`src/logic/timer_mt_pkg.sv`:
```
// Purpose: shared constants of the master trigger and control-two block
// Assumes: AXI4-Lite with 8-bit byte addresses and 32-bit data
// Notes:   every offset, bit position, mask and code is named here
package timer_mt_pkg;

  // ****************************************************************
  // bus
  // ****************************************************************
  localparam int          ADDR_W         = 8;
  localparam int          DATA_W         = 32;
  localparam int          STRB_W         = 4;
  localparam logic [7:0]  CTRL2_ADDR     = 8'h04;
  localparam logic [7:0]  CHCTL_ADDR     = 8'h20;
  localparam logic [7:0]  ACTIVE_ADDR    = 8'h24;
  localparam logic [1:0]  RESP_OKAY      = 2'h0;
  localparam logic [1:0]  RESP_SLVERR    = 2'h2;
  localparam logic [31:0] ZERO_WORD      = 32'h0000_0000;

  // ****************************************************************
  // control two layout
  // ****************************************************************
  localparam logic [31:0] CTRL2_RESET    = 32'h0000_0000;
  localparam logic [31:0] CTRL2_WMASK    = 32'h0001_7FF5;
  localparam int          PRELOAD_BIT    = 0;
  localparam int          COMSRC_BIT     = 2;
  localparam int          MMS_LSB        = 4;
  localparam int          MMS_MSB        = 6;
  localparam int          INPUT_ONE_SOURCE_SEL_BIT     = 7;
  localparam int          IDLE_MAIN1_BIT = 8;
  localparam int          IDLE_COMP1_BIT = 9;
  localparam int          IDLE_STEP      = 2;
  localparam int          IDLE_MAIN4_BIT = 14;
  localparam int          IDLE_MAIN5_BIT = 16;

  // ****************************************************************
  // channel control staging
  // ****************************************************************
  localparam int          N_MAIN         = 5;
  localparam int          N_COMPL        = 3;
  localparam int          N_CHCTL        = 4;
  localparam int          CH_FIELD_W     = 5;
  localparam int          CHCTL_W        = 20;
  localparam logic [19:0] CHCTL_RESET    = 20'h0_0000;

  typedef enum logic [2:0] {
    MMS_RESET  = 3'b000,
    MMS_ENABLE = 3'b001,
    MMS_UPDATE = 3'b010,
    MMS_CPULSE = 3'b011,
    MMS_REF1   = 3'b100,
    MMS_REF2   = 3'b101,
    MMS_REF3   = 3'b110,
    MMS_REF4   = 3'b111
  } master_sel_e;

endpackage

```
`src/logic/timer_master_trigger_ctrl.sv`:
```
// Purpose: control-two register, trigger output select, idle levels,
//          input-one combining and preload of channel control bits
// Assumes: 10 MHz kernel clock, all inputs synchronous to it
// Notes:   counting, dead-time and break logic live elsewhere
`timescale 1ns/1ps
`default_nettype none
module timer_master_trigger_ctrl (
  input  wire logic        i_sys_clk,
  input  wire logic        i_resetn,
  input  wire logic        i_clk_en,
  input  wire logic        i_awvalid,
  input  wire logic [7:0]  i_awaddr,
  output logic             o_awready,
  input  wire logic        i_wvalid,
  input  wire logic [31:0] i_wdata,
  input  wire logic [3:0]  i_wstrb,
  output logic             o_wready,
  output logic             o_bvalid,
  output logic      [1:0]  o_bresp,
  input  wire logic        i_bready,
  input  wire logic        i_arvalid,
  input  wire logic [7:0]  i_araddr,
  output logic             o_arready,
  output logic             o_rvalid,
  output logic      [31:0] o_rdata,
  output logic      [1:0]  o_rresp,
  input  wire logic        i_rready,
  input  wire logic        i_main_output_enable,
  input  wire logic        i_dead_time_done,
  input  wire logic [4:0]  i_oc_main,
  input  wire logic [2:0]  i_oc_compl,
  input  wire logic [2:0]  i_chan_pin,
  input  wire logic        i_sw_update_generate,
  input  wire logic        i_slave_reset,
  input  wire logic        i_counter_enable_bit,
  input  wire logic        i_gated_trigger,
  input  wire logic        i_master_slave_sync,
  input  wire logic        i_update_event,
  input  wire logic        i_chan1_capcmp_flag_set,
  input  wire logic [3:0]  i_compare_ref,
  input  wire logic        i_trigger_in,
  input  wire logic        i_sw_commutation_generate,
  output logic      [4:0]  o_out_main,
  output logic      [2:0]  o_out_compl,
  output logic             o_timer_input_one,
  output logic             o_trigger_out,
  output logic             o_trigger_in_slave,
  output logic             o_commutation_event,
  output logic      [19:0] o_chan_active
);

  // ****************************************************************
  // register bus slave
  // ****************************************************************
  logic        aw_have_r, aw_have_nxt;
  logic [7:0]  aw_addr_r, aw_addr_nxt;
  logic        w_have_r, w_have_nxt;
  logic [31:0] w_data_r, w_data_nxt;
  logic [3:0]  w_strb_r, w_strb_nxt;
  logic        awready_r, awready_nxt;
  logic        wready_r, wready_nxt;
  logic        bvalid_r, bvalid_nxt;
  logic [1:0]  bresp_r, bresp_nxt;
  logic        arready_r, arready_nxt;
  logic        rvalid_r, rvalid_nxt;
  logic [31:0] rdata_r, rdata_nxt;
  logic [1:0]  rresp_r, rresp_nxt;
  logic [31:0] ctrl2_r, ctrl2_nxt;
  logic [19:0] chctl_r, chctl_nxt;
  logic [19:0] active;

  function automatic logic [31:0] merge(input logic [31:0] old,
                                        input logic [31:0] nw,
                                        input logic [3:0]  strb);
    logic [31:0] res;
    res = old;
    for (int b = 0; b < timer_mt_pkg::STRB_W; b++) begin
      if (strb[b]) begin
        res[b*8 +: 8] = nw[b*8 +: 8];
      end
    end
    return res;
  endfunction

  always_comb begin
    aw_have_nxt = aw_have_r;
    aw_addr_nxt = aw_addr_r;
    w_have_nxt  = w_have_r;
    w_data_nxt  = w_data_r;
    w_strb_nxt  = w_strb_r;
    bvalid_nxt  = bvalid_r;
    bresp_nxt   = bresp_r;
    rvalid_nxt  = rvalid_r;
    rdata_nxt   = rdata_r;
    rresp_nxt   = rresp_r;
    ctrl2_nxt   = ctrl2_r;
    chctl_nxt   = chctl_r;
    if (i_awvalid && awready_r) begin
      aw_have_nxt = 1'b1;
      aw_addr_nxt = i_awaddr;
    end
    if (i_wvalid && wready_r) begin
      w_have_nxt = 1'b1;
      w_data_nxt = i_wdata;
      w_strb_nxt = i_wstrb;
    end
    if (bvalid_r && i_bready) begin
      bvalid_nxt = 1'b0;
    end
    if (aw_have_r && w_have_r && !bvalid_r) begin
      aw_have_nxt = 1'b0;
      w_have_nxt  = 1'b0;
      bvalid_nxt  = 1'b1;
      bresp_nxt   = timer_mt_pkg::RESP_OKAY;
      case (aw_addr_r)
        timer_mt_pkg::CTRL2_ADDR: begin
          // reserved bits stay zero whatever software writes
          ctrl2_nxt = merge(ctrl2_r, w_data_r, w_strb_r)
                      & timer_mt_pkg::CTRL2_WMASK;
        end
        timer_mt_pkg::CHCTL_ADDR: begin
          chctl_nxt = 20'(merge({12'h000, chctl_r}, w_data_r,
                                w_strb_r));
        end
        timer_mt_pkg::ACTIVE_ADDR: begin
          bresp_nxt = timer_mt_pkg::RESP_OKAY;
        end
        default: begin
          bresp_nxt = timer_mt_pkg::RESP_SLVERR;
        end
      endcase
    end
    if (rvalid_r && i_rready) begin
      rvalid_nxt = 1'b0;
    end
    if (i_arvalid && arready_r) begin
      rvalid_nxt = 1'b1;
      rresp_nxt  = timer_mt_pkg::RESP_OKAY;
      case (i_araddr)
        timer_mt_pkg::CTRL2_ADDR:  rdata_nxt = ctrl2_r;
        timer_mt_pkg::CHCTL_ADDR:  rdata_nxt = {12'h000, chctl_r};
        timer_mt_pkg::ACTIVE_ADDR: rdata_nxt = {12'h000, active};
        default: begin
          rdata_nxt = timer_mt_pkg::ZERO_WORD;
          rresp_nxt = timer_mt_pkg::RESP_SLVERR;
        end
      endcase
    end
    awready_nxt = !aw_have_nxt;
    wready_nxt  = !w_have_nxt;
    arready_nxt = !rvalid_nxt;
  end

  always_ff @(posedge i_sys_clk) begin
    if (!i_resetn) begin
      aw_have_r <= 1'b0;
      aw_addr_r <= 8'h00;
      w_have_r  <= 1'b0;
      w_data_r  <= 32'h0000_0000;
      w_strb_r  <= 4'h0;
      awready_r <= 1'b0;
      wready_r  <= 1'b0;
      bvalid_r  <= 1'b0;
      bresp_r   <= 2'h0;
      arready_r <= 1'b0;
      rvalid_r  <= 1'b0;
      rdata_r   <= 32'h0000_0000;
      rresp_r   <= 2'h0;
      ctrl2_r   <= timer_mt_pkg::CTRL2_RESET;
      chctl_r   <= timer_mt_pkg::CHCTL_RESET;
    end else if (i_clk_en) begin
      aw_have_r <= aw_have_nxt;
      aw_addr_r <= aw_addr_nxt;
      w_have_r  <= w_have_nxt;
      w_data_r  <= w_data_nxt;
      w_strb_r  <= w_strb_nxt;
      awready_r <= awready_nxt;
      wready_r  <= wready_nxt;
      bvalid_r  <= bvalid_nxt;
      bresp_r   <= bresp_nxt;
      arready_r <= arready_nxt;
      rvalid_r  <= rvalid_nxt;
      rdata_r   <= rdata_nxt;
      rresp_r   <= rresp_nxt;
      ctrl2_r   <= ctrl2_nxt;
      chctl_r   <= chctl_nxt;
    end
  end

  assign o_awready = awready_r;
  assign o_wready  = wready_r;
  assign o_bvalid  = bvalid_r;
  assign o_bresp   = bresp_r;
  assign o_arready = arready_r;
  assign o_rvalid  = rvalid_r;
  assign o_rdata   = rdata_r;
  assign o_rresp   = rresp_r;

  // ****************************************************************
  // trigger path, idle levels, input one, commutation
  // ****************************************************************
  timer_mt_pkg::master_sel_e mms;
  logic       preload_en, com_src, ti1_sel;
  logic [4:0] idle_main;
  logic [2:0] idle_compl;
  logic [4:0] main_r, main_nxt;
  logic [2:0] compl_r, compl_nxt;
  logic       ti1_r, ti1_nxt;
  logic       trigger_out_r, trigger_out_nxt;
  logic       gate_dly_r, trigger_in_dly_r, trigger_in_prev_r, srst_dly_r;
  logic       trigger_in_slave_r, trigger_in_slave_nxt;
  logic       com_r, com_nxt;

  assign mms        = timer_mt_pkg::master_sel_e'(
                        ctrl2_r[timer_mt_pkg::MMS_MSB:timer_mt_pkg::MMS_LSB]);
  assign preload_en = ctrl2_r[timer_mt_pkg::PRELOAD_BIT];
  assign com_src    = ctrl2_r[timer_mt_pkg::COMSRC_BIT];
  assign ti1_sel    = ctrl2_r[timer_mt_pkg::INPUT_ONE_SOURCE_SEL_BIT];

  genvar g;
  generate
    for (g = 0; g < timer_mt_pkg::N_COMPL; g = g + 1) begin : g_idle
      assign idle_main[g]  = ctrl2_r[timer_mt_pkg::IDLE_MAIN1_BIT
                                     + g*timer_mt_pkg::IDLE_STEP];
      assign idle_compl[g] = ctrl2_r[timer_mt_pkg::IDLE_COMP1_BIT
                                     + g*timer_mt_pkg::IDLE_STEP];
    end
  endgenerate
  assign idle_main[3] = ctrl2_r[timer_mt_pkg::IDLE_MAIN4_BIT];
  assign idle_main[4] = ctrl2_r[timer_mt_pkg::IDLE_MAIN5_BIT];

  always_comb begin
    // outputs sit low between disable and the end of dead-time
    if (i_main_output_enable) begin
      main_nxt  = i_oc_main;
      compl_nxt = i_oc_compl;
    end else if (i_dead_time_done) begin
      main_nxt  = idle_main;
      compl_nxt = idle_compl;
    end else begin
      main_nxt  = 5'h00;
      compl_nxt = 3'h0;
    end
    ti1_nxt = ti1_sel ? ^i_chan_pin : i_chan_pin[0];
    // sync set: trigger input goes out late so that slaves, which see
    // the trigger output one cycle late, stay aligned with this timer
    trigger_in_slave_nxt = i_master_slave_sync ? trigger_in_dly_r
                                         : i_trigger_in;
    com_nxt = i_sw_commutation_generate
              || (com_src && i_trigger_in && !trigger_in_prev_r);
    case (mms)
      timer_mt_pkg::MMS_RESET:
        trigger_out_nxt = i_sw_update_generate || srst_dly_r;
      timer_mt_pkg::MMS_ENABLE:
        trigger_out_nxt = i_counter_enable_bit
                   || (i_master_slave_sync ? i_gated_trigger
                                           : gate_dly_r);
      timer_mt_pkg::MMS_UPDATE: trigger_out_nxt = i_update_event;
      timer_mt_pkg::MMS_CPULSE:
        trigger_out_nxt = i_chan1_capcmp_flag_set;
      timer_mt_pkg::MMS_REF1:   trigger_out_nxt = i_compare_ref[0];
      timer_mt_pkg::MMS_REF2:   trigger_out_nxt = i_compare_ref[1];
      timer_mt_pkg::MMS_REF3:   trigger_out_nxt = i_compare_ref[2];
      timer_mt_pkg::MMS_REF4:   trigger_out_nxt = i_compare_ref[3];
      default:                  trigger_out_nxt = 1'b0;
    endcase
  end

  always_ff @(posedge i_sys_clk) begin
    if (!i_resetn) begin
      main_r       <= 5'h00;
      compl_r      <= 3'h0;
      ti1_r        <= 1'b0;
      trigger_out_r       <= 1'b0;
      gate_dly_r   <= 1'b0;
      trigger_in_dly_r   <= 1'b0;
      trigger_in_prev_r  <= 1'b0;
      srst_dly_r   <= 1'b0;
      trigger_in_slave_r <= 1'b0;
      com_r        <= 1'b0;
    end else if (i_clk_en) begin
      main_r       <= main_nxt;
      compl_r      <= compl_nxt;
      ti1_r        <= ti1_nxt;
      trigger_out_r       <= trigger_out_nxt;
      gate_dly_r   <= i_gated_trigger;
      trigger_in_dly_r   <= i_trigger_in;
      trigger_in_prev_r  <= i_trigger_in;
      srst_dly_r   <= i_slave_reset;
      trigger_in_slave_r <= trigger_in_slave_nxt;
      com_r        <= com_nxt;
    end
  end

  chan_ctrl_shadow u_shadow (
    .i_sys_clk    (i_sys_clk),
    .i_resetn     (i_resetn),
    .i_clk_en     (i_clk_en),
    .i_preload_en (preload_en),
    .i_com        (com_r),
    .i_staged     (chctl_r),
    .o_active     (active)
  );

  assign o_out_main          = main_r;
  assign o_out_compl         = compl_r;
  assign o_timer_input_one   = ti1_r;
  assign o_trigger_out       = trigger_out_r;
  assign o_trigger_in_slave  = trigger_in_slave_r;
  assign o_commutation_event = com_r;
  assign o_chan_active       = active;

  // ****************************************************************
  // checks
  // ****************************************************************
  property p_idle;
    @(posedge i_sys_clk) disable iff (!i_resetn)
      (i_clk_en && !i_main_output_enable && i_dead_time_done) |=>
        (o_out_compl[0] == $past(idle_compl[0])
         && o_out_main == $past(idle_main));
  endproperty
  a_idle: assert property (p_idle)
    else $error("idle levels not driven");

  property p_ti1;
    @(posedge i_sys_clk) disable iff (!i_resetn)
      (i_clk_en && ti1_sel) |=> (o_timer_input_one == ^$past(i_chan_pin));
  endproperty
  a_ti1: assert property (p_ti1)
    else $error("input one is not the XOR of the pins");

  property p_slave_rst;
    @(posedge i_sys_clk) disable iff (!i_resetn)
      (i_clk_en && mms == timer_mt_pkg::MMS_RESET && i_slave_reset)
        ##1 (i_clk_en && mms == timer_mt_pkg::MMS_RESET) |=> o_trigger_out;
  endproperty
  a_slave_rst: assert property (p_slave_rst)
    else $error("slave reset pulse missing");

  property p_enable;
    @(posedge i_sys_clk) disable iff (!i_resetn)
      (i_clk_en && mms == timer_mt_pkg::MMS_ENABLE && i_counter_enable_bit)
        |=> o_trigger_out;
  endproperty
  a_enable: assert property (p_enable)
    else $error("counter enable not on trigger out");

  property p_cpulse;
    @(posedge i_sys_clk) disable iff (!i_resetn)
      (i_clk_en && mms == timer_mt_pkg::MMS_CPULSE) |=>
        (o_trigger_out == $past(i_chan1_capcmp_flag_set));
  endproperty
  a_cpulse: assert property (p_cpulse)
    else $error("compare pulse mismatch");

  property p_ref;
    @(posedge i_sys_clk) disable iff (!i_resetn)
      (i_clk_en && ctrl2_r[timer_mt_pkg::MMS_MSB]) |=>
        (o_trigger_out == $past(i_compare_ref[mms[1:0]]));
  endproperty
  a_ref: assert property (p_ref)
    else $error("trigger out does not follow compare reference");

  property p_com_sw_only;
    @(posedge i_sys_clk) disable iff (!i_resetn)
      (i_clk_en && !com_src && !i_sw_commutation_generate) |=>
        !o_commutation_event;
  endproperty
  a_com_sw_only: assert property (p_com_sw_only)
    else $error("commutation without software request");

  property p_reserved;
    @(posedge i_sys_clk) disable iff (!i_resetn)
      ##1 ((ctrl2_r & ~timer_mt_pkg::CTRL2_WMASK) == 32'h0000_0000);
  endproperty
  a_reserved: assert property (p_reserved)
    else $error("reserved control bits set");

  c_write: cover property (@(posedge i_sys_clk) bvalid_r && i_bready);
  c_com:   cover property (@(posedge i_sys_clk) com_r && preload_en);
  c_trigger_out:  cover property (@(posedge i_sys_clk) trigger_out_r ##1 !trigger_out_r);

endmodule
`default_nettype wire

```
`src/logic/chan_ctrl_shadow.sv`:
```
// Purpose: active copies of channel enable, complementary enable, mode
// Assumes: i_com is a one-cycle commutation pulse
// Notes:   channel 4 has no complementary output and never waits
`timescale 1ns/1ps
`default_nettype none
module chan_ctrl_shadow (
  input  wire logic        i_sys_clk,
  input  wire logic        i_resetn,
  input  wire logic        i_clk_en,
  input  wire logic        i_preload_en,
  input  wire logic        i_com,
  input  wire logic [19:0] i_staged,
  output logic      [19:0] o_active
);

  // ****************************************************************
  // per-channel copy
  // ****************************************************************
  genvar g;
  generate
    for (g = 0; g < timer_mt_pkg::N_CHCTL; g = g + 1) begin : g_ch
      logic [4:0] act_r;
      logic [4:0] act_nxt;
      logic       upd;
      always_comb begin
        if (g < timer_mt_pkg::N_COMPL) begin
          upd = !i_preload_en || i_com;
        end else begin
          upd = 1'b1;
        end
        act_nxt = upd ? i_staged[g*timer_mt_pkg::CH_FIELD_W +:
                                 timer_mt_pkg::CH_FIELD_W] : act_r;
      end
      always_ff @(posedge i_sys_clk) begin
        if (!i_resetn) begin
          act_r <= 5'h00;
        end else if (i_clk_en) begin
          act_r <= act_nxt;
        end
      end
      assign o_active[g*timer_mt_pkg::CH_FIELD_W +:
                      timer_mt_pkg::CH_FIELD_W] = act_r;
    end
  endgenerate

  // ****************************************************************
  // checks
  // ****************************************************************
  property p_hold_preload;
    @(posedge i_sys_clk) disable iff (!i_resetn)
      (i_clk_en && i_preload_en && !i_com) |=>
        (o_active[14:0] == $past(o_active[14:0]));
  endproperty
  a_hold_preload: assert property (p_hold_preload)
    else $error("active copy changed without commutation");

endmodule
`default_nettype wire

```
`config.mk`:
```
export PLATFORM = sky130hd
export DESIGN_NAME = timer_master_trigger_ctrl
export DESIGN_NICKNAME = d
export VERILOG_FILES = /design/src/logic/timer_mt_pkg.sv /design/src/logic/timer_master_trigger_ctrl.sv /design/src/logic/chan_ctrl_shadow.sv
export SDC_FILE = /design/constraint.sdc
export NUM_CORES = 1
export LEC_CHECK = 0
export BUFFER_PORTS_ARGS = -buffer_cell sky130_fd_sc_hd__buf_4
export CAP_MARGIN = 5
export CORE_UTILIZATION = 52
export CTS_BUF_LIST = sky130_fd_sc_hd__clkbuf_16
export DETAILED_ROUTE_END_ITERATION = 10
export GPL_ROUTABILITY_DRIVEN = 0
export HOLD_SLACK_MARGIN = 0.03
export PLACE_DENSITY = 0.8
export SYNTH_ARGS = -nofsm -noshare
export SYNTH_HDL_FRONTEND = slang
export SYNTH_SLANG_ARGS = --single-unit
```
`constraint.sdc`:
```
create_clock -name i_sys_clk -period 2.4 [get_ports i_sys_clk]
set_clock_uncertainty 0.2 [all_clocks]
set_input_delay 0.36 -clock i_sys_clk [delete_from_list [all_inputs] [get_ports i_sys_clk]]
set_output_delay 0.36 -clock i_sys_clk [all_outputs]
set_load 0.01 [all_outputs]
```
# [Word-level counts from Yosys, hierarchy flattened]
# Index checks and enable logic that the tools add are counted.
[word_totals] regBits=143 input_bits=86
[op_classes] n_eq_ne=13 n_mux=19 n_reduce_logical=36
[op_table] operator="$pmux W20 S3" count=1
[op_table] operator="$eq A8 B6 Y1 const B" count=4
[op_table] operator="$reduce_and A4 Y1" count=6
[op_table] operator="$eq A8 B3 Y1 const B" count=2
[op_table] operator="$eq A3 B3 Y1 const B" count=4
[op_table] operator="$reduce_and A2 Y1" count=6
[op_table] operator="$mux W1" count=11
[op_table] operator="$mux W5" count=2
[op_table] operator="$logic_and A1 B1 Y1" count=9
[op_table] operator="$pmux W1 S8" count=1
[op_table] operator="$eq A3 B2 Y1 const B" count=2
[op_table] operator="$logic_not A1 Y1" count=6
[op_table] operator="$mux W3" count=2
[op_table] operator="$reduce_or A3 Y1" count=2
[op_table] operator="$logic_or A1 B1 Y1" count=4
[op_table] operator="$mux W2" count=2
[op_table] operator="$eq A3 B1 Y1 const B" count=1
[op_table] operator="$logic_not A3 Y1" count=1
[op_table] operator="$reduce_xor A3 Y1" count=1
[op_table] operator="$reduce_bool A2 Y1" count=1

# [Depth between registers and ports, before layout]
# Gate-level depths: netlist of run 1.
[logic_depth] ltp_word=4 mapped_depth=6 ltp_nobuf=4

# [Modules after synthesis]
# Synthesis of run 1 repeated with hierarchy kept, for this count alone.
[unflattened] hier_cells=609 hier_area_um2=5471.5
[modules_own_cells] mod="timer_master_trigger_ctrl" instances=1 cells_each=526 area_per_inst_um2=4655.7
[modules_own_cells] mod="chan_ctrl_shadow" instances=1 cells_each=83 area_per_inst_um2=815.8

# [Worst setup path before layout of run 1]
# Ideal clock, no wire load.
[synth_path] path_kind="register to register" start="reg bvalid_r (netlist: o_bvalid)" end="reg chctl_r[16]" setup_time_ps=116 arrival_ps=1445 path_slack_ps=639 stages_incl_launch_ff=7 cell_sequence="dfxtp_1 -> and3b_1 -> clkbuf_1 -> and4_1 -> buf_2 -> mux2i_1 -> nor2b_1"
[synth_via] elab_chain_cells=3
[synth_lines] element="start: declaration" line="timer_master_trigger_ctrl.sv:62" text="logic bvalid_r, bvalid_nxt;"
[synth_lines] element="start signal: assignment" line="timer_master_trigger_ctrl.sv:179" text="bvalid_r <= bvalid_nxt;"
[synth_lines] element="$logic_not A1 Y1" line="timer_master_trigger_ctrl.sv:110" text="if (aw_have_r && w_have_r && !bvalid_r) begin"
[synth_lines] element="$logic_and A1 B1 Y1" line="timer_master_trigger_ctrl.sv:110"
[synth_lines] element="$reduce_and A4 Y1 (no source line)"
[synth_lines] element="end signal: assignment" line="timer_master_trigger_ctrl.sv:170" text="chctl_r <= timer_mt_pkg::CHCTL_RESET;"
[synth_lines] element="end signal: assignment" line="timer_master_trigger_ctrl.sv:186" text="chctl_r <= chctl_nxt;"
[synth_lines] element="end: declaration" line="timer_master_trigger_ctrl.sv:69" text="logic [19:0] chctl_r, chctl_nxt;"
# No other way between the ends.
# A chain may end at the register's enable or synchronous reset.

# [Worst setup path in the final report of run 1]
[layout_path] start="reg aw_addr_r[0]" end="reg chctl_r[12]"
[layout_via] elab_chain_cells=2
[layout_lines] element="start: declaration" line="timer_master_trigger_ctrl.sv:56" text="logic [7:0] aw_addr_r, aw_addr_nxt;"
[layout_lines] element="start signal: assignment" line="timer_master_trigger_ctrl.sv:173" text="aw_addr_r <= aw_addr_nxt;"
[layout_lines] element="$eq A8 B6 Y1" line="timer_master_trigger_ctrl.sv:115" text="case (aw_addr_r)"
[layout_lines] element="$reduce_and A4 Y1 (no source line)"
# No other way between the ends.

==> run summary, run 1 <==
status = finished clean
post-synthesis sequential area ratio = 45.9%
initial antenna violation count = 0
Clock H-tree levels = 4
Ant. Diodes = 0
Clock Latency Late Sink = 0.41 ns
Routed Antenna Nets = 0
Port-buffer cells = 131
top sig layer = met4
Met1 Wirelength = 5920 um
Area contributors post-synth = dfxtp_1, mux2i_1, nor2b_1
Unique masters post-synth = 36
remaining global-route overflow = 0
crit path capture type = register
hold path start = i_wdata[13]
reg-to-reg slack, setup = 0.37 ns
Post-Route WL = 14100 um
cts repair resizes = 0
DRT iter0 DRCs = 200
CTS clk-pin slew, worst paths = 0.05 ns
r2r endpoint = chctl_r[12]
most common cell in the netlist = dfxtp_1
DRT Pass-1 Iters = 4
synthesis-to-layout area growth = 32.0%
Tot GR Track Use = 25.8%
leakage = 3.41 nW
largest net degree at the start of global routing = 66
Syn Inst Count = 595
routed length on met2 = 6900 um
critical path data arrival time = 2.12 ns
Setup violations, final = 0
Post-CTS Setup Repair Bufs = 0
met3 wire length = 1010 um
type of the worst min-delay path = primary input to register
Hold-fix buffers, CTS = 23
vias in the first global route = 4686
RSZ-0062 raised after global routing = false
average size of a mapped cell = 9.46 sq um
Fillers = 761
global-route wire length before repair = 22700 um
maximum VDD drop = 468 uV
Commonest cells post-synth = dfxtp_1, nand2_1, nor2b_1, mux2i_1, clkbuf_1
clock sinks = 129
WL/cell = 15.8 um
Final Non-Filler Cells = 888
CTS buffer count = 17
Slew headroom = 61.6%
starting density of the core = 54.0%
ys async rst share = 0%
Main synth FF type = dfxtp_1
Ports = 159
TritonCTS clock tree = done
Hold WS = 0.0371 ns
fin crit share = 84.5%
Post-synth EDFFs = 0
die height = 106 um
hold path depth = 3
Seq cells post-synth = 129
worst-case clock buffer depth = 2
Crit Path Max Fanout = 8
critical path type = register to register
Worst setup SP type = register
Via Count = 4725
r2r startpoint = aw_addr_r[0]
layout cells sized above 1 = 26.1%
R2R depth = 4
max-cap violations = 0
CTS root buf = clkbuf_16
Power Density = 652 mW/mm^2
Post-Syn Area = 0.00563 sq mm
post-route design area = 0.00743 sq mm
post-detail-place hpwl = 9470 um
vias per cell = 5.32
die width = 106 um
Fin Setup TNS = 0 ns
Synth area leader = dfxtp_1
Pins Over Slew Limit = 0
Ys Warns = 0
Hold Crit Endpoint = w_data_r[13]
area of the core = 0.0104 sq mm
Layout Nets = 827
Worst-Margin Slew = 0.574 ns
Die Area = 0.0112 sq mm
cell row count = 37
area share of the largest cell type after synthesis = 45.9%
Placed Cells = 835
Tmin final = 2.03 ns
dpl cell area = 0.00669 sq mm
Required @ worst endpoint = 2.49 ns
fmax = 0.493 GHz
Final Hold Vio Count = 0
# DRC = 0
worst max-delay path by stage:
stage            startpoint          end  slack (ns)
2_1_floorplan      o_bvalid  chctl_r[16]        0.64
3_3_place_gp   aw_addr_r[0]  chctl_r[10]        0.48
3_5_place_dp   aw_addr_r[0]   chctl_r[2]        0.40
4_1_cts        aw_addr_r[0]  chctl_r[14]        0.37
5_1_grt        aw_addr_r[0]  chctl_r[12]        0.23
6_report       aw_addr_r[0]  chctl_r[12]        0.37
sequential cells by signal, summed over array words and instances (netlist names), 3 cells and up:
register             cells
w_strb_r                 3
u_shadow.g_ch.act_r     20
o_out_compl              3
o_rdata                 20
chctl_r                 20
ctrl2_r                 14
o_out_main               5
w_data_r                20
aw_addr_r                8
logic make-up after synthesis:
| kind of cell | after synthesis | share of synthesized area, % |
|---|---|---|
| AOI/OAI and AO/OA | 106 | 13.3 |
| xor gates and xnor gates | 2 | 0.311 |
| buffers and inverters | 58 | 4.91 |
| DFF | 129 | 45.9 |
| muxes | 83 | 15.2 |
| other | 1 | 0.0666 |
| and+or+nand+nor | 216 | 20.3 |
power breakdown:
group          switching (mW)  internal, mW  leakage (nW)
Sequential             0.0286          2.18          1.04
Clock                   0.868          1.37         0.268
Combinational           0.183         0.208          2.10
worst max-delay path, stage by stage, from the launching register on:
cell and delay (ns):
dfxtp_1 0.33, nor4_4 0.51, nand4_2 0.49, mux2i_1 0.31, nor2b_1 0.08
layout by cell type (no fill, tap or decap), types with 2 or more instances in the layout:
| cell type | count |
|---|---|
| inv_1 | 6 |
| o21ai_0 | 19 |
| nand4_2 | 4 |
| clkbuf_16 | 17 |
| nor4_1 | 2 |
| xor2_1 | 2 |
| nand3_1 | 4 |
| and3_1 | 3 |
| nor2b_1 | 66 |
| clkinv_1 | 3 |
| mux2i_1 | 63 |
| o211ai_1 | 9 |
| nor2_1 | 10 |
| o211a_1 | 10 |
| dfxtp_1 | 129 |
| conb_1 | 14 |
| a21boi_0 | 32 |
| mux2_2 | 20 |
| a22oi_1 | 21 |
| clkinv_2 | 6 |
| and4_1 | 2 |
| and4b_1 | 6 |
| a21oi_1 | 10 |
| buf_4 | 145 |
| dlygate4sd3_1 | 23 |
| and2_1 | 14 |
| nand2_1 | 100 |
per-layer routing:
layer,global-route usage [%],vias up
met5,0,-
met4,10.1,0
met2,43.4,160
li1,-,2312
met1,31.2,2235
met3,7.17,18
area by class of cell:
class                   count  area (sq um)  share of cell area [%]
clock buffers              17           425                    5.73
clock inverters            13          82.6                    1.11
inverters                   3          11.3                   0.152
multi-input cells         421          2820                    37.9
flip-flops and latches    129          2580                    34.8
well taps                 136           170                    2.29
repair buffers            169          1340                    18.0
per-stage QoR:
step	setup slack (ns)	utilization, %	total power [mW]
after floorplan	0.639	-	2.45
after global placement	0.475	64.2	2.60
after detailed placement	0.403	64.2	2.61
after CTS	0.374	71.3	4.86
after global routing	0.225	71.3	4.99
final	0.372	71.3	4.84
Note: power is estimated with default switching activity, not from simulation.
==> run 2: changes to the inputs <==
Clock period 2.4 ns to 2.1 ns, I/O delays scaled along.
==> run 2 against run 1 <==
  * Critical path depth is the same
  * Register-to-register slack lost 0.23 ns
  * Critical path type unchanged
  * Highest routed layer unchanged
  * Core utilization grew 2.5 points
  * Worst setup slack lost 0.23 ns
  * Non-clock buffer count grew 15
  * Power grew 25%
  * Hold slack gained 0.012 ns
  * Sequential power grew 14%
  * Flip-flop and latch count is the same
  * Die area is the same
  * Clock power grew 37%
  * Global-route usage grew 0.42 points
==> run summary, run 2 (same netlist as run 1, synthesis figures left out) <==
status = finished clean
Ports = 159 (unchanged)
commonest cells after routing, fill and taps aside = buf_4, dfxtp_1, nand2_1, nor2b_1, mux2i_1
WP buf/inv = 0 (unchanged)
Slew headroom = 60.7% (-0.91 points)
Setup violations, final = 0 (unchanged)
Register Area = 0.00258 sq mm (unchanged)
Fin Setup TNS = 0 ns (unchanged)
dpl cell area = 0.00669 sq mm (unchanged)
cts repair resizes = 0 (unchanged)
fmax = 0.510 GHz (+3.4%)
Via Count = 4773 (+1.0%)
R2R depth = 4 (unchanged)
global-route wire length before repair = 22900 um (+0.70%)
Crit Path Max Fanout = 7 (-1)
WL/cell = 15.6 um (-1.4%)
TritonCTS clock tree = done
worst-case clock buffer depth = 2 (unchanged)
CTS root buf = clkbuf_16
CTS clk-pin slew, worst paths = 0.06 ns (about the same)
starting density of the core = 54.0% (unchanged)
Fillers = 730 (-4.1%)
post-route design area = 0.00769 sq mm (+3.5%)
post-place setup slack = 0.189 ns (-0.213 ns)
Post-Route WL = 14100 um (+0.49%)
Port-buffer cells = 131 (unchanged)
maximum VDD drop = 533 uV (+14%)
critical path data arrival time = 2.06 ns (-0.06 ns)
synthesis-to-layout area growth = 36.6%
Power Density = 788 mW/mm^2 (+21%)
DRT Pass-1 Iters = 6 (+2)
cell row count = 37 (unchanged)
max-cap violations = 0 (unchanged)
post-detail-place hpwl = 9190 um (-2.9%)
RSZ-0062 raised after global routing = false
die height = 106 um (unchanged)
Layout Nets = 842 (+1.8%)
Routed Antenna Nets = 0 (unchanged)
Worst path slowest cell = nor4_4
Ant. Diodes = 0 (unchanged)
leakage = 3.50 nW (+2.5%)
area of the core = 0.0104 sq mm (unchanged)
type of the worst min-delay path = primary input to register
Post-CTS Setup Repair Bufs = 0 (unchanged)
CP peak stage delay = 0.51 ns (about the same)
Clock Latency Late Sink = 0.41 ns (about the same)
critical path type = register to register
hold path depth = 4 (+1)
vias in the first global route = 4610 (-1.6%)
initial antenna violation count = 0 (unchanged)
Hold WS = 0.0488 ns (+0.0117 ns)
reg-to-reg slack, setup = 0.14 ns (-0.23 ns)
Hold-fix buffers, CTS = 38 (+65%)
Die Area = 0.0112 sq mm (unchanged)
remaining global-route overflow = 0 (unchanged)
fin crit share = 93.4% (+8.9 points)
hold path start = i_awvalid
clock sinks = 129 (unchanged)
area of the multi-input gates = 0.00282 sq mm (unchanged)
DRT iter0 DRCs = 215 (+7.5%)
CTS buffer count = 17 (unchanged)
crit path cell chain = nor4_4 > nand4_2 > mux2i_1 > nor2b_1
vias per cell = 5.27 (-0.88%)
r2r endpoint = ctrl2_r[2]
Pins Over Slew Limit = 0 (unchanged)
crit-path leading delay family = simple AND/OR/NAND/NOR gates
Worst-Margin Slew = 0.588 ns (+0.0135 ns)
Setup WS post-layout = 0.139 ns (-0.232 ns)
Final Hold Vio Count = 0 (unchanged)
# DRC = 0 (unchanged)
Hold Crit Endpoint = o_awready
layout cells sized above 1 = 26.1% (+0.074 points)
commonest non-fill, non-tap cell in the layout = buf_4
Tot GR Track Use = 26.2% (+0.42 points)
Worst setup SP type = register
Tmin final = 1.96 ns (-0.0675 ns)
Required @ worst endpoint = 2.20 ns (-0.29 ns)
Clock H-tree levels = 4 (unchanged)
largest net degree at the start of global routing = 44 (-33%)
die width = 106 um (unchanged)
crit path capture type = register
r2r startpoint = aw_addr_r[0]
==> run 2: cell count changes in the layout (fill, tap and decap cells not counted), sizes merged <==
cell         change
bufinv           +3
dlygate4sd3     +15
clkinvlp         +4
inv              -1
clkinv           -4
==> run 2: layer usage <==
layer / part of all wire (%) / GRT usage, % / wire length, um / vias up
met1: 43 / 33.0 / 6070 / 2244
met3: 6.5 / 6.74 / 914 / 20
li1: - / - / - / 2343
met2: 49 / 43.9 / 6940 / 166
met5: 0 / 0 / 0 / -
met4: 1.5 / 8.43 / 210 / 0
==> run 2: report_power, final <==
part / internal (mW) / leakage [nW] / switching, mW / total (mW)
clock: 1.98 / 0.292 / 1.09 / 3.07
sequential: 2.49 / 1.04 / 0.0320 / 2.52
combinational: 0.255 / 2.16 / 0.212 / 0.466
==> run 2: worst max-delay path by stage <==
stage	from	to	slack [ns]	cells past startpoint
4_1_cts	aw_addr_r[0]	ctrl2_r[2]	0.14	4
2_1_floorplan	o_bvalid	chctl_r[16]	0.34	6
6_report	aw_addr_r[0]	ctrl2_r[2]	0.14	4
3_5_place_dp	aw_addr_r[0]	ctrl2_r[4]	0.19	4
3_3_place_gp	aw_addr_r[0]	ctrl2_r[5]	0.29	4
5_1_grt	aw_addr_r[0]	ctrl2_r[7]	0.04	4
==> run 2: stage by stage <==
stage,utilization (%),instances,total power [mW]
6_report,73.8,905,6.06
3_5_place_dp,64.2,835,2.98
5_1_grt,73.8,905,6.23
2_1_floorplan,-,608,2.80
3_3_place_gp,64.2,835,2.97
4_1_cts,73.8,905,6.08
==> run 2: worst min-delay path: cells and delay by family <==
family	cells	cell delay (ns)
AND/OR/NAND/NOR	1	0.08
buffers and inverters	1	0.09
AO/OA/AOI/OAI	2	0.12
==> run 2: layout make-up <==
| cell class | instances | area share, % |
|---|---|---|
| clock buffer | 17 | 5.53 |
| clock inverter | 15 | 2.51 |
| inverter | 3 | 0.146 |
| multi-input combinational | 421 | 36.6 |
| sequential | 129 | 33.6 |
| tap | 136 | 2.21 |
| timing repair buffer | 184 | 19.4 |
